[src/gpio_blk_pkg.sv]
// Constants for the buffered output-control block of one 16-bit port.
// Assumes a 32-bit classic Wishbone register bus with byte addresses.
package gpio_blk_pkg;

  ////////////////////////////////////////////////////////////////////////
  // Port geometry.
  localparam int PORT_W = 16;
  localparam int BLK_W = 8;
  localparam int NUM_BLK = 2;
  localparam int SYNC_STAGES = 2;

  ////////////////////////////////////////////////////////////////////////
  // Register byte offsets.
  localparam logic [7:0] OFS_DATA = 8'h00;
  localparam logic [7:0] OFS_BIT = 8'h04;
  localparam logic [7:0] OFS_CTRL = 8'h08;
  localparam logic [7:0] OFS_FLAG = 8'h0c;
  localparam logic [7:0] OFS_STAT = 8'h10;

  ////////////////////////////////////////////////////////////////////////
  // Field positions of the bit-addressed write words.
  localparam int BIT_IDX_LSB = 0;
  localparam int BIT_IDX_W = 4;
  localparam int BIT_VAL_POS = 8;
  localparam logic [3:0] CTRL_ARM_IDX = 4'h0;
  localparam logic [3:0] CTRL_FIRE_IDX = 4'hf;
  localparam int FLAG_SWRST_POS = 15;

  ////////////////////////////////////////////////////////////////////////
  // Status word field positions.
  localparam int STAT_OE_LO = 0;
  localparam int STAT_OE_HI = 1;
  localparam int STAT_ARM = 2;
  localparam int STAT_STRAP = 3;
  localparam int STAT_INV_LO = 4;
  localparam int STAT_INV_HI = 5;

  ////////////////////////////////////////////////////////////////////////
  // Values after reset.
  localparam logic [7:0] RST_LATCH = 8'h00;
  localparam logic [15:0] RST_FLAG = 16'h0000;
  localparam logic [31:0] RST_RDATA = 32'h0000_0000;

endpackage : gpio_blk_pkg

[src/pin_sync.sv]
// Two-stage synchroniser for a group of asynchronous levels.
// Assumes every bit is a slow level; no bit is read between the stages.
`timescale 1ns/100ps

module pin_sync #(
  parameter int W = 1
) (
  // Clock and reset.
  input wire logic i_ref_clk,
  input wire logic i_arst_n,
  // Levels in and out.
  input wire logic [W-1:0] i_async,
  output logic [W-1:0] o_sync
);

  logic [W-1:0] stage1;

  // The first stage feeds only the second, so metastability settles there.
  always_ff @(posedge i_ref_clk or negedge i_arst_n) begin
    if (!i_arst_n) begin
      stage1 <= '0;
      o_sync <= '0;
    end else begin
      stage1 <= i_async;
      o_sync <= stage1;
    end
  end

endmodule : pin_sync

[src/gpio_blk_ctrl.sv]
// Output-enable and output-latch control for one 16-bit buffered port.
// Assumes a classic Wishbone master on i_ref_clk and pins, straps and
// polarity selects that arrive asynchronously from the board.
//
// Operation
// (RQ1) Port is two 8-bit blocks, own enables.
// (RQ2) Non-inverting block resets to driving zeros.
// (RQ3) Non-inverting: written one drives pin high.
// (RQ4) Inverting block resets to driving ones.
// (RQ5) Inverting: written one drives pin low.
// (RQ6) Hardware reset returns every block to input.
// (RQ7) Disabled block leaves its pins undriven.
// (RQ8) Any bit write enables the whole block.
// (RQ9) Host should first write whole bytes or words.
// (RQ10) Later bit writes leave other bits unchanged.
// (RQ11) Enable stays until hardware or software reset.
// (RQ12) Software reset: one to bit 0, then 15.
// (RQ13) Written value stays latched until reset or rewrite.
// (RQ14) Software reset also clears flag bit 15.
// (RQ15) Output-disable strap keeps the port input-only.
// (RQ16) Reads return live pin levels always.
// (RQ17) Static polarity input per block sets mapping.
//
// Added by the designer: the Wishbone register port and the placing of the registers.
`timescale 1ns/100ps

module gpio_blk_ctrl (
  // Clock and reset.
  input wire logic i_ref_clk,
  input wire logic i_arst_n,
  // Wishbone slave.
  input wire logic i_wb_cyc,
  input wire logic i_wb_stb,
  input wire logic i_wb_we,
  input wire logic [7:0] i_wb_adr,
  input wire logic [3:0] i_wb_sel,
  input wire logic [31:0] i_wb_dat,
  output logic [31:0] o_wb_dat,
  output logic o_wb_ack,
  // Board straps.
  input wire logic i_output_disable_strap,
  input wire logic [1:0] i_invert_sel,
  // Port pins.
  input wire logic [15:0] i_pin_in,
  output logic [15:0] o_pin_out,
  output logic [15:0] o_pin_oe
);

  ////////////////////////////////////////////////////////////////////////
  // Synchronised board inputs.

  logic [15:0] pin_s;
  logic strap_s;
  logic [1:0] inv_s;

  // Pins and straps come from outside the clock domain.
  pin_sync #(.W(19)) u_sync (
    .i_ref_clk(i_ref_clk),
    .i_arst_n(i_arst_n),
    .i_async({i_output_disable_strap, i_invert_sel, i_pin_in}),
    .o_sync({strap_s, inv_s, pin_s})
  );

  ////////////////////////////////////////////////////////////////////////
  // Bus decode.

  logic wr;
  logic rd;
  logic data_wr;
  logic bit_wr;
  logic ctrl_wr;
  logic flag_wr;
  logic [3:0] idx;
  logic val;
  logic sw_fire;
  logic reset_arm;
  logic [15:0] flag;
  logic [15:0] latch;
  logic [1:0] blk_oe;

  // A request is served once, in the cycle before the ack appears.
  assign wr = i_wb_cyc && i_wb_stb && i_wb_we && !o_wb_ack;
  assign rd = i_wb_cyc && i_wb_stb && !i_wb_we && !o_wb_ack;
  assign data_wr = wr && (i_wb_adr == gpio_blk_pkg::OFS_DATA);
  assign bit_wr = wr && (i_wb_adr == gpio_blk_pkg::OFS_BIT);
  assign ctrl_wr = wr && (i_wb_adr == gpio_blk_pkg::OFS_CTRL);
  assign flag_wr = wr && (i_wb_adr == gpio_blk_pkg::OFS_FLAG);
  assign idx = i_wb_dat[gpio_blk_pkg::BIT_IDX_LSB +: gpio_blk_pkg::BIT_IDX_W];
  assign val = i_wb_dat[gpio_blk_pkg::BIT_VAL_POS];

  // The reset fires only on a write to bit 15 after bit 0 was armed.
  assign sw_fire = ctrl_wr && reset_arm && (idx == gpio_blk_pkg::CTRL_FIRE_IDX); // [RQ12]

  ////////////////////////////////////////////////////////////////////////
  // Software reset arm.

  // Writing one to control bit 0 arms; zero or a completed reset disarms.
  always_ff @(posedge i_ref_clk or negedge i_arst_n) begin
    if (!i_arst_n) begin
      reset_arm <= 1'b0;
    end else if (sw_fire) begin
      reset_arm <= 1'b0; // [RQ12]
    end else if (ctrl_wr && idx == gpio_blk_pkg::CTRL_ARM_IDX) begin
      reset_arm <= val; // [RQ12]
    end
  end

  ////////////////////////////////////////////////////////////////////////
  // Flag word.

  // Bit 15 drops on a software reset so the host can see it took effect.
  always_ff @(posedge i_ref_clk or negedge i_arst_n) begin
    if (!i_arst_n) begin
      flag <= gpio_blk_pkg::RST_FLAG;
    end else if (sw_fire) begin
      flag[gpio_blk_pkg::FLAG_SWRST_POS] <= 1'b0; // [RQ14]
    end else if (flag_wr) begin
      if (i_wb_sel[0]) begin
        flag[7:0] <= i_wb_dat[7:0];
      end
      if (i_wb_sel[1]) begin
        flag[15:8] <= i_wb_dat[15:8];
      end
    end
  end

  ////////////////////////////////////////////////////////////////////////
  // Per-block latch and output enable.

  genvar b;
  generate
    for (b = 0; b < gpio_blk_pkg::NUM_BLK; b++) begin : g_blk
      logic oe;
      logic [7:0] lat;
      logic byte_wr;
      logic one_wr;

      // A byte lane or a single bit that lands in this block.
      assign byte_wr = data_wr && i_wb_sel[b]; // [RQ1]
      assign one_wr = bit_wr && (idx[3] == 1'(b)); // [RQ1]

      // The latch holds pre-polarity data; zero after any reset.
      always_ff @(posedge i_ref_clk or negedge i_arst_n) begin
        if (!i_arst_n) begin
          lat <= gpio_blk_pkg::RST_LATCH; // [RQ2] [RQ4]
        end else if (sw_fire) begin
          lat <= gpio_blk_pkg::RST_LATCH; // [RQ2] [RQ4]
        end else if (byte_wr) begin
          lat <= i_wb_dat[b*8 +: 8]; // [RQ13]
        end else if (one_wr) begin
          lat[idx[2:0]] <= val; // [RQ10]
        end
      end

      // Any write to the block enables all eight bits; only resets clear it.
      // The strap blocks the set, so a strapped port never drives.
      always_ff @(posedge i_ref_clk or negedge i_arst_n) begin
        if (!i_arst_n) begin
          oe <= 1'b0; // [RQ6]
        end else if (sw_fire) begin
          oe <= 1'b0; // [RQ12]
        end else if ((byte_wr || one_wr) && !strap_s) begin
          oe <= 1'b1; // [RQ8] [RQ11] [RQ15]
        end
      end

      assign latch[b*8 +: 8] = lat;
      assign blk_oe[b] = oe;
    end
  endgenerate

  ////////////////////////////////////////////////////////////////////////
  // Pin drivers.

  logic [15:0] next_pin_out;
  logic [15:0] next_pin_oe;

  // Polarity applies per block; the strap also drops a live enable.
  always_comb begin
    next_pin_out = latch ^ {{8{inv_s[1]}}, {8{inv_s[0]}}}; // [RQ3] [RQ5] [RQ17]
    next_pin_oe = {{8{blk_oe[1]}}, {8{blk_oe[0]}}}; // [RQ8]
    if (strap_s) begin
      next_pin_oe = '0; // [RQ15]
    end
  end

  // Registered so pins see clean edges; the drive lags the latch one cycle.
  always_ff @(posedge i_ref_clk or negedge i_arst_n) begin
    if (!i_arst_n) begin
      o_pin_out <= '0;
      o_pin_oe <= '0; // [RQ6] [RQ7]
    end else begin
      o_pin_out <= next_pin_out;
      o_pin_oe <= next_pin_oe; // [RQ7]
    end
  end

  ////////////////////////////////////////////////////////////////////////
  // Read mux and acknowledge.

  logic [31:0] next_rdata;

  // Unmapped offsets read zero and are still acknowledged.
  always_comb begin
    next_rdata = gpio_blk_pkg::RST_RDATA;
    case (i_wb_adr)
      gpio_blk_pkg::OFS_DATA: begin
        next_rdata[15:0] = pin_s; // [RQ16]
      end
      gpio_blk_pkg::OFS_BIT: begin
        next_rdata[15:0] = latch;
      end
      gpio_blk_pkg::OFS_FLAG: begin
        next_rdata[15:0] = flag;
      end
      gpio_blk_pkg::OFS_STAT: begin
        next_rdata[gpio_blk_pkg::STAT_OE_LO] = blk_oe[0];
        next_rdata[gpio_blk_pkg::STAT_OE_HI] = blk_oe[1];
        next_rdata[gpio_blk_pkg::STAT_ARM] = reset_arm;
        next_rdata[gpio_blk_pkg::STAT_STRAP] = strap_s;
        next_rdata[gpio_blk_pkg::STAT_INV_LO] = inv_s[0];
        next_rdata[gpio_blk_pkg::STAT_INV_HI] = inv_s[1];
      end
      default: begin
        next_rdata = gpio_blk_pkg::RST_RDATA;
      end
    endcase
  end

  // One-cycle ack; reads never touch enable state.
  always_ff @(posedge i_ref_clk or negedge i_arst_n) begin
    if (!i_arst_n) begin
      o_wb_ack <= 1'b0;
      o_wb_dat <= gpio_blk_pkg::RST_RDATA;
    end else begin
      o_wb_ack <= i_wb_cyc && i_wb_stb && !o_wb_ack;
      if (rd) begin
        o_wb_dat <= next_rdata; // [RQ11] [RQ16]
      end
    end
  end
endmodule : gpio_blk_ctrl

[config.mk]
export PLATFORM = sky130hd
export DESIGN_NAME = gpio_blk_ctrl
export DESIGN_NICKNAME = d
export VERILOG_FILES = /design/src/gpio_blk_pkg.sv /design/src/pin_sync.sv /design/src/gpio_blk_ctrl.sv
export SDC_FILE = /design/constraint.sdc
export NUM_CORES = 1
export LEC_CHECK = 0
export ABC_AREA = 0
export BUFFER_PORTS_ARGS = -buffer_cell sky130_fd_sc_hd__buf_2
export CAP_MARGIN = 10
export CORE_MARGIN = 2
export CORE_UTILIZATION = 53
export CTS_CLUSTER_DIAMETER = 100
export DETAILED_ROUTE_END_ITERATION = 6
export GPL_TIMING_DRIVEN = 0
export PLACE_DENSITY = 0.8
export REMOVE_ABC_BUFFERS = 1
export SKIP_LAST_GASP = 1
export SYNTH_ARGS = -nofsm -noshare
export SYNTH_HDL_FRONTEND = slang
export SYNTH_SLANG_ARGS = --single-unit
export TNS_END_PERCENT = 100
[constraint.sdc]
create_clock -name i_ref_clk -period 2.3 [get_ports i_ref_clk]
set_input_delay 0.575 -clock i_ref_clk [delete_from_list [all_inputs] [get_ports i_ref_clk]]
set_output_delay 0.575 -clock i_ref_clk [all_outputs]
set_load 0.1 [all_outputs]
==> After elaboration in Yosys (flattened, before gate mapping) <==
Index checks and enable logic that the tools add are counted.
Widths: inputs -> output; s select.
{ "op_classes": {"n_eq_ne": 5, "n_reduce_logical": 37, "bitwise": 3, "magnitude_cmp": 2, "muxes": 23} }
{ "ops": {"columns": ["operator", "count"], "rows": [
  ["$mux 8", 8],
  ["$mux 16", 2],
  ["$pmux 10 s3", 1],
  ["$pmux 6 s4", 1],
  ["$logic_and 1x1->1", 20],
  ["$bwmux 8", 2],
  ["$eq 8x4->1 const B", 2],
  ["$xor 16x16->16", 1],
  ["$reduce_bool 2->1", 5],
  ["$eq 8x3->1 const B", 1],
  ["$eq 8x5->1 const B", 1],
  ["$logic_not 8->1", 1],
  ["$mux 1", 8],
  ["$reduce_and 3->1", 2],
  ["$reduce_bool 3->1", 2],
  ["$eq 4x4->1 const B", 1],
  ["$logic_not 4->1", 1],
  ["$lt 3x4->1 const B", 1],
  ["$demux 1 s3", 1],
  ["$ge 3x1->1 const B", 1],
  ["$logic_not 1->1", 3],
  ["$logic_or 1x1->1", 2],
  ["$not 1->1", 2],
  ["$reduce_and 2->1", 1]
]} }
{ "totals": {"wordCells": 84, "out_inout_bits": 65, "register_bits": 122} }

==> Depth between registers and ports, before layout <==
Gate-level depths: netlist (run 1).
{ "logic_depth": {"depth_word": 9, "mapped_depth": 6} }

==> Modules after synthesis <==
Synthesis (run 1) repeated with hierarchy kept, for this count alone.
{ "unflattened": {"cells_unflattened": 427, "area_unflattened_um2": 4899.7} }
{ "modules_own_cells": {"columns": ["mod", "area_each_um2", "cells_each", "n_inst", "seq_area_each_um2"], "rows": [
  ["gpio_blk_ctrl", 3948.8, 389, 1, 1751.7],
  ["pin_sync", 950.9, 38, 1, 950.9]
]} }

==> Worst setup path after synthesis (run 1) <==
Ideal clock, no wire load.
{ "synth_timing": {"path_kind": "flip-flop to flip-flop", "start": "register o_wb_ack", "end": "register g_blk[1].lat[1]", "setup_slack_ns": -0.087, "period_less_slack_ns": 2.387, "t_required_ns": 2.175, "arrival_ns": 2.262, "path_buffers": 2, "stages_incl_launch_ff": 7, "cell_sequence": "dfrtp_1 -> and4b_1 -> clkbuf_1 -> clkbuf_1 -> nand4_1 -> o221ai_1 -> mux2_2"} }
{ "synth_via": {"elab_chain_len": 6} }
{ "synth_rtl": {"columns": ["element", "line_no", "rtl"], "rows": [
  ["start: declaration", "gpio_blk_ctrl.sv:39", "output logic o_wb_ack,"],
  ["start signal: assignment", "gpio_blk_ctrl.sv:236", "o_wb_ack <= i_wb_cyc && i_wb_stb && !o_wb_ack;"],
  ["$logic_not 1->1 (*)", "gpio_blk_ctrl.sv:82", "assign wr = i_wb_cyc && i_wb_stb && i_wb_we && !o_wb_ack;"],
  ["$logic_and 1x1->1 (*)", "gpio_blk_ctrl.sv:82", null],
  ["$logic_and 1x1->1, on equally long branches", "gpio_blk_ctrl.sv:84, gpio_blk_ctrl.sv:86", null],
  ["$logic_and 1x1->1, on equally long branches", "gpio_blk_ctrl.sv:139, gpio_blk_ctrl.sv:92", null],
  ["$mux 8 / $logic_and 1x1->1 (equally long branches)", "gpio_blk_ctrl.sv:148, gpio_blk_ctrl.sv:92", null],
  ["$mux 8 / $reduce_bool 3->1 (equally long branches)", null, null],
  ["end signal: assignment", "gpio_blk_ctrl.sv:145", "lat <= gpio_blk_pkg::RST_LATCH;"],
  ["end signal: assignment", "gpio_blk_ctrl.sv:147", "lat <= gpio_blk_pkg::RST_LATCH;"],
  ["end signal: assignment", "gpio_blk_ctrl.sv:149", "lat <= i_wb_dat[b*8 +: 8];"],
  ["end: declaration", "gpio_blk_ctrl.sv:134", "logic [7:0] lat;"]
]} }
Every way passes the cells marked *; elsewhere a longest branch is shown, timed or not.
A chain may end at the register's enable or synchronous reset.

==> Worst setup path in the final report (run 1) <==
{ "layout_timing": {"start": "register o_wb_ack", "end": "register g_blk[1].lat[5]"} }
The elaborated chain is that of the path after synthesis.

==> key figures, run 1 <==
STA
  – Clock Skew: 0.0137 ns
  – Total Neg Setup Slack: 0 ns
  – Post-route setup slack: 0.134 ns
  – Period Utilization, post-route: 0.942
  – Max-slew violations: 0
  – RSZ-0062 raised after global routing: false
  – Fmax: 0.462 GHz
  – Final-report hold violation count: 0
  – Worst slew pin tran: 0.832 ns
  – Worst slew margin: 0.443
  – # setup viols final: 0
  – Minimum clock period: 2.17 ns

Placed design
  – Inst Count DP: 581
  – # port buffers: 98
  – GPL Wtd Cong: 0.874
  – Placement Cell Area: 5310 um^2
  – Detail Placement HPWL: 7870 um
  – Pre-CTS setup slack: -1.09 ns

Clock network
  – Cts hold-fix bufs: 0
  – # clock sinks: 108
  – CTS tree: built
  – Bufs on Longest Clock Path: 2
  – H-tree levels: 3
  – Worst-Skew Late Latency: 0.38 ns
  – Clock slew at reported path FFs: 0.11 ns
  – CTS buffer count: 9
  – Clk Tree Root Cell: clkbuf_8

Floorplanning
  – Starting Density: 0.540
  – Core ar.: 9110 um^2
  – Die Y: 100 um
  – Rows: 35
  – Die area: 10100 um^2
  – Chip width: 100 um
  – I/O pins: 133

Layout
  – Area Overhead vs Synth: 13.8%
  – Nets: 556
  – Share of layout cells above drive strength 1: 0.337
  – Filler cells: 765
  – Leading cell type in the layout, fill and taps excluded: dfrtp_1
  – Final instance area: 5600 um^2
  – Highest-count cells in the layout ignoring fill and taps: 108 x dfrtp_1, 97 x buf_2, 29 x mux2_2
  – Post-Layout Cell Count: 604
  – # diodes: 0

GRT
  – Largest net degree at the start of global routing: 65
  – GRT overflow: 0
  – First-pass GRT wire length: 18100 um
  – Initial antenna violation count: 0
  – Number of global-route vias before repair: 3516
  – Global-route usage over all layers: 0.236

Critical path
  – CP Max Fanout: 15
  – Worst Path Class, Setup: flip-flop to flip-flop
  – Slowest CP cell: and4b_2
  – Critical path, cell by cell: and4b_2, nand4_2, mux2_1, mux2_2
  – Arr. time, crit path: 2.43 ns
  – Setup crit start kind: flip-flop
  – Critical path's largest stage delay: 0.53 ns
  – Worst Path Required: 2.56 ns
  – Worst Reg-to-Reg Cells: 4
  – CP Capture Type: flip-flop

Synthesis
  – Synth Instances: 407
  – Post-synth EDFFs: 0
  – Mapped Area: 4920 um^2
  – Register area share after synthesis: 0.549
  – Synth warn: 0
  – Number of library cell types mapped by synthesis: 48
  – #FFs+latches synth: 108
  – Post-synth top flop: dfrtp_1
  – Syn Area/Cell: 12.1 um^2
  – Post-synth ARST share: 1.00

Power
  – Final total power: 3.60 mW
  – PD cells: 644 nW/um^2
  – Max VDD drop: 323 uV
  – Leak: 2.73 nW

Detailed routing
  – WL per Instance: 18.8 um
  – DRC viols: 0
  – DRT iter0 DRCs: 196
  – Final WL: 11400 um
  – Vias per cell: 5.68
  – Via count: 3430
  – Antenna viol nets, final: 0
  – Drt pass-1 iters: 4

Run
  – Max-cap check violation count: 0

Hold path
  – HP Class: input port to async pin

Run status
  – Status: finished, final reports clean
-- Yosys cell counts, types with 3 or more instances --
cell type	count	area (um^2)
a22o_1	16	140
nor4_1	4	25.0
nand2b_1	4	25.0
xor2_1	16	140
a21oi_1	9	45.0
nand2_1	19	71.3
nand3_1	14	70.1
buf_2	4	20.0
o21ai_0	19	95.1
o22ai_1	8	50.1
nor2_1	17	63.8
o221ai_1	9	78.8
buf_4	30	225
inv_1	4	15.0
or3_1	4	25.0
mux2_2	29	327
nand4b_1	3	26.3
nor2b_1	5	31.3
nand4_1	6	37.5
clkbuf_1	14	52.6
dfrtp_1	108	2700
a22oi_1	8	60.1
nor3_1	3	15.0
a21o_1	3	22.5
mux2i_1	16	160
mux2_1	6	67.6
-- final timing paths --
check / slack (ns) / to / start
setup / recovery: 0.13 / g_blk[1].lat[5] / o_wb_ack
hold / removal: 0.18 / u_sync.stage1[17] / i_arst_n
setup reg to reg: 0.13 / g_blk[1].lat[5] / o_wb_ack
hold reg to reg: 0.36 / u_sync.o_sync[7] / u_sync.stage1[7]
max in group asynchronous: 1.43 / g_blk[0].lat[1] / i_arst_n
min in group i_ref_clk: 0.29 / u_sync.stage1[2] / i_pin_in[2]
-- flip-flops by register name, indices dropped and copies added (netlist names) --
name           count
o_pin_oe           2
reset_arm          1
flag              16
u_sync.o_sync     19
o_wb_ack           1
u_sync.stage1     19
g_blk.lat         16
g_blk.oe           2
o_pin_out         16
o_wb_dat          16
-- worst max-delay path, delay by kind of cell (launching register included) --
| family | cells | cell delay, ns |
|---|---|---|
| flip-flops | 1 | 0.44 |
| multiplexers | 2 | 0.69 |
| AND/OR/NAND/NOR | 2 | 0.92 |
-- through the flow --
stage / util / hold slack [ns]
2_1_floorplan: - / 0.279
3_3_place_gp: 0.580 / 0.332
3_5_place_dp: 0.583 / 0.335
4_1_cts: 0.613 / 0.197
5_1_grt: 0.615 / 0.212
6_report: 0.615 / 0.177
-- kinds of logic (layout without fill, tap and decap cells) --
| kind of cell | count (synthesis) | in the layout | share of synthesized area |
|---|---|---|---|
| AOI/OAI and AO/OA | 77 | 77 | 0.109 |
| muxes | 51 | 51 | 0.113 |
| xor gates and xnor gates | 16 | 16 | 0.0285 |
| other | 1 | 16 | 0.000762 |
| buffers and inverters | 55 | 126 | 0.0689 |
| and+or+nand+nor | 99 | 99 | 0.131 |
| DFF | 108 | 108 | 0.549 |
-- report_power, final --
group | internal, mW | switching, mW
Sequential | 1.95 | 0.0269
Combinational | 0.0957 | 0.394
Clock | 0.429 | 0.708
-- area by class of cell --
class | count | area [um^2] | share of cell area
Multi-Input combinational cell | 259 | 1970 | 0.351
Inverter | 4 | 15.0 | 0.00268
Timing Repair Buffer | 106 | 573 | 0.102
Clock inverter | 7 | 78.8 | 0.0141
Sequential cell | 108 | 2700 | 0.483
Clock buffer | 9 | 124 | 0.0221
Tap cell | 111 | 139 | 0.0248
-- per-layer routing --
layer	wire (um)	part of all wire	vias to the layer above	global-route usage
met5	0	0	-	0
met4	134	0.012	0	0.0632
met3	602	0.053	13	0.0613
met2	5710	0.50	110	0.388
met1	4910	0.43	1711	0.314
li1	-	-	1596	-
-- what timing repair did --
| item | CTS | global route |
|---|---|---|
| setup endpoints to repair | 29 | 19 |
| gates resized for setup | 4 | 2 |
| gates cloned | 0 | 0 |
| buffers inserted | 7 | 0 |
| pin swaps | 1 | 0 |
Power figures use the tool's default switching activity.
==> run 2: changes to the inputs <==
CORE_UTILIZATION = 52   (was 53)
PLACE_DENSITY = 0.79   (was 0.8)
SYNTH_HIERARCHICAL = 1   (was default)
==> run 2 against run 1 <==
Maximum frequency fell by 1.3%; clock skew decreased by 0.0031 ns; worst setup slack got worse by 0.028 ns; critical path type unchanged; critical endpoint is now o_wb_dat[1]; largest power group unchanged; highest routed layer unchanged.
==> key figures, run 2 <==
Critical path
  – Worst Reg-to-Reg Cells: 4 (unchanged)
  – Setup crit start kind: flip-flop (unchanged)
  – Setup crit end: o_wb_dat[1] (was g_blk[1].lat[5])
  – Crit. Startpoint: o_wb_ack (unchanged)
  – Critical path's largest stage delay: 0.90 ns (was 0.53 ns)
  – Critical path, cell by cell: or4bb_1, nor3_1, and2_1, a221o_1 (was and4b_2, nand4_2, mux2_1, mux2_2)
  – WP depth: 4 (unchanged)
  – Worst Path Class, Setup: flip-flop to flip-flop (unchanged)
  – R2r startpoint: o_wb_ack (unchanged)
  – Slowest CP cell: or4bb_1 (was and4b_2)
  – Worst Path Buf+Inv: 0 (unchanged)
  – Arr. time, crit path: 2.50 ns (was 2.43 ns)
  – Worst Path Required: 2.61 ns (was 2.56 ns)
  – Worst reg2reg endpoint: o_wb_dat[1] (was g_blk[1].lat[5])
  – CP Capture Type: flip-flop (unchanged)
  – Crit-path leading delay family: simple AND/OR/NAND/NOR gates (unchanged)
  – CP Max Fanout: 19 (was 15)
  – R2R setup slack: 0.11 ns (was 0.13 ns)

STA
  – RSZ-0062 raised after global routing: false (unchanged)
  – Clock Skew: 0.0106 ns (was 0.0137 ns)
  – Post-route setup slack: 0.105 ns (was 0.134 ns)
  – Fmax: 0.456 GHz (was 0.462 GHz)
  – Max-slew violations: 0 (unchanged)
  – Total Neg Setup Slack: 0 ns (unchanged)
  – Min Hold Slack: 0.247 ns (was 0.177 ns)
  – Worst slew pin tran: 0.890 ns (was 0.832 ns)
  – Period Utilization, post-route: 0.954 (was 0.942)
  – # setup viols final: 0 (unchanged)
  – Worst slew margin: 0.407 (was 0.443)
  – Final-report hold violation count: 0 (unchanged)
  – Minimum clock period: 2.19 ns (was 2.17 ns)

Floorplanning
  – Chip width: 101 um (was 100 um)
  – Die Y: 101 um (was 100 um)
  – Starting Density: 0.533 (was 0.540)
  – Rows: 35 (unchanged)
  – Core ar.: 9200 um^2 (was 9110 um^2)
  – I/O pins: 133 (unchanged)
  – Die area: 10200 um^2 (was 10100 um^2)

Power
  – Sw Ratio: 0.309 (was 0.313)
  – Max VDD drop: 352 uV (was 323 uV)
  – Switch Pwr: 1.11 mW (was 1.13 mW)
  – Clk pwr share: 0.301 (was 0.316)
  – Sequential power share: 0.551 (was 0.549)
  – Internal power: 2.48 mW (was 2.47 mW)
  – PD cells: 650 nW/um^2 (was 644 nW/um^2)
  – Leak: 2.72 nW (was 2.73 nW)
  – Combinational share of power: 0.148 (was 0.136)

Detailed routing
  – DRC viols: 0 (unchanged)
  – Vias per cell: 6.01 (was 5.68)
  – Drt pass-1 iters: 5 (was 4)
  – Antenna viol nets, final: 0 (unchanged)
  – Via count: 3680 (was 3430)
  – Final WL: 12100 um (was 11400 um)
  – WL per Instance: 19.8 um (was 18.8 um)
  – DRT iter0 DRCs: 320 (was 196)

Synthesis
  – Synth warn: 6 (was 0)
  – Synth Instances: 427 (was 407)
  – Post-synth EDFFs: 0 (unchanged)
  – #FFs+latches synth: 108 (unchanged)
  – Syn Area/Cell: 11.5 um^2 (was 12.1 um^2)
  – Post-synth ARST share: 1.00 (unchanged)
  – Synth cell count leaders: 108 x dfrtp_1, 30 x buf_4, 26 x clkbuf_1 (was 108 x dfrtp_1, 30 x buf_4, 29 x mux2_2)
  – Count leader, synth: dfrtp_1 (unchanged)
  – Post-synth top flop: dfrtp_1 (unchanged)
  – Register area share after synthesis: 0.552 (was 0.549)
  – Leading area contributor after synthesis: dfrtp_1 (unchanged)
  – Mapped Area: 4900 um^2 (was 4920 um^2)
  – Synth top area cells: dfrtp_1 55%, buf_4 4.6%, mux2i_1 3.5%, xor2_1 2.9%, mux2_1 2.3% (was dfrtp_1 55%, mux2_2 6.6%, buf_4 4.6%, mux2i_1 3.3%, a22o_1 2.8%)
  – Post-synth top area share: 0.552 (was 0.549)
  – Number of library cell types mapped by synthesis: 57 (was 48)

Layout
  – Share of layout cells above drive strength 1: 0.275 (was 0.337)
  – Largest regs: u_sync/o_sync x19, u_sync/stage1 x19 (was u_sync.o_sync x19, u_sync.stage1 x19)
  – Post-layout util: 0.601 (was 0.615)
  – Post-Layout Cell Count: 612 (was 604)
  – Highest-count cells in the layout ignoring fill and taps: 108 x dfrtp_1, 96 x buf_2, 23 x nand2_1 (was 108 x dfrtp_1, 97 x buf_2, 29 x mux2_2)
  – Nets: 564 (was 556)
  – # diodes: 0 (unchanged)
  – Leading cell type in the layout, fill and taps excluded: dfrtp_1 (unchanged)
  – Area Overhead vs Synth: 12.8% (was 13.8%)

GRT
  – First-pass GRT wire length: 18800 um (was 18100 um)
  – Largest net degree at the start of global routing: 57 (was 65)
  – Global-route usage over all layers: 0.244 (was 0.236)
  – Number of global-route vias before repair: 3464 (was 3516)
  – Initial antenna violation count: 0 (unchanged)
  – GRT overflow: 0 (unchanged)

Clock network
  – H-tree levels: 3 (unchanged)
  – Worst-Skew Late Latency: 0.37 ns (was 0.38 ns)
  – CTS tree: built (unchanged)
  – # clock sinks: 108 (unchanged)
  – Bufs on Longest Clock Path: 2 (unchanged)
  – CTS buffer count: 9 (unchanged)
  – Clock slew at reported path FFs: 0.10 ns (was 0.11 ns)
  – Clk Tree Root Cell: clkbuf_8 (unchanged)

Placed design
  – Pre-CTS setup slack: -1.33 ns (was -1.09 ns)
  – Inst Count DP: 591 (was 581)
  – GPL Wtd Cong: 0.886 (was 0.874)
  – Detail Placement HPWL: 7950 um (was 7870 um)
  – # port buffers: 98 (unchanged)

Run
  – Max-cap check violation count: 0 (unchanged)

Run status
  – Status: finished, final reports clean (unchanged)

Hold path
  – HP Class: input port to async pin (unchanged)
-- run 2: changes by cell type in the layout (fill, tap and decap cells not counted), sizes merged, moves of 6 or more --
cell | previous run | this run
mux2 | 35 | 15
a21oi | 9 | 16
and3 | 0 | 8
a22o | 16 | 10
o2bb2ai | 0 | 7
o211ai | 0 | 6
nor2 | 17 | 10
o221ai | 9 | 1
-- run 2: area by class of cell --
cell class	instances	area (um^2)
clock buffers	10	138
repair buffers	103	566
multi-input cells	267	1910
fillers	771	3670
well taps	111	139
clock inverters	6	45.0
flip-flops and latches	108	2700
inverters	7	26.3
-- run 2: power groups by stage --
stage | clock (mW) | combinational, mW | sequential, mW
finish | 1.08 | 0.534 | 1.98
global route | 1.19 | 0.563 | 1.99
CTS | 1.11 | 0.532 | 1.98
detailed placement | 0 | 0.526 | 2.02
global placement | 0 | 0.514 | 2.01
floorplan | 0 | 0.205 | 2.15
-- run 2: through the flow --
| stage | cell area (um^2) | power [mW] |
|---|---|---|
| final | 5530 | 3.59 |
| after global routing | 5530 | 3.74 |
| after global placement | 5230 | 2.53 |
| after CTS | 5520 | 3.62 |
| after detailed placement | 5260 | 2.54 |
| after floorplan | 4600 | 2.35 |
-- run 2: metal layers --
metal	up-vias	track usage	share of wire
met1	1858	0.353	0.44
met3	18	0.0402	0.059
li1	1642	-	-
met2	162	0.373	0.49
met4	0	0.0842	0.017
met5	-	0	0
-- run 2: repair_timing --
action | in CTS | in global routing
buffers inserted | 4 | 0
resized for setup | 6 | 2
gates cloned | 1 | 0
endpoints found under the setup margin | 35 | 10
hold buffers | 0 | 0
pin swaps | 3 | 1
endpoints found under the hold margin | 0 | 0
-- run 2: how the worst min path moves through the flow --
stage          slack (ns)         startpoint                 to
2_1_floorplan        0.28           i_arst_n            flag[0]
3_3_place_gp         0.33  u_sync/stage1[17]  u_sync/o_sync[17]
3_5_place_dp         0.33   u_sync/stage1[0]   u_sync/o_sync[0]
5_1_grt              0.28        i_pin_in[1]   u_sync/stage1[1]
4_1_cts              0.27           i_arst_n   u_sync/stage1[9]
6_report             0.25           i_arst_n   u_sync/stage1[9]
-- run 2: worst reg2reg max path, delay by kind of cell (launching register included) --
| kind | cells | cell delay [ns] |
|---|---|---|
| flip-flops | 1 | 0.41 |
| AND/OR/NAND/NOR | 3 | 1.52 |
| AO/OA/AOI/OAI | 1 | 0.21 |
-- run 2: kinds of logic after synthesis --
family	share of synthesized area
other	0.000765
DFF	0.552
buffers and inverters	0.0784
xor gates and xnor gates	0.0286
and+or+nand+nor	0.133
muxes	0.0692
AOI/OAI and AO/OA	0.138
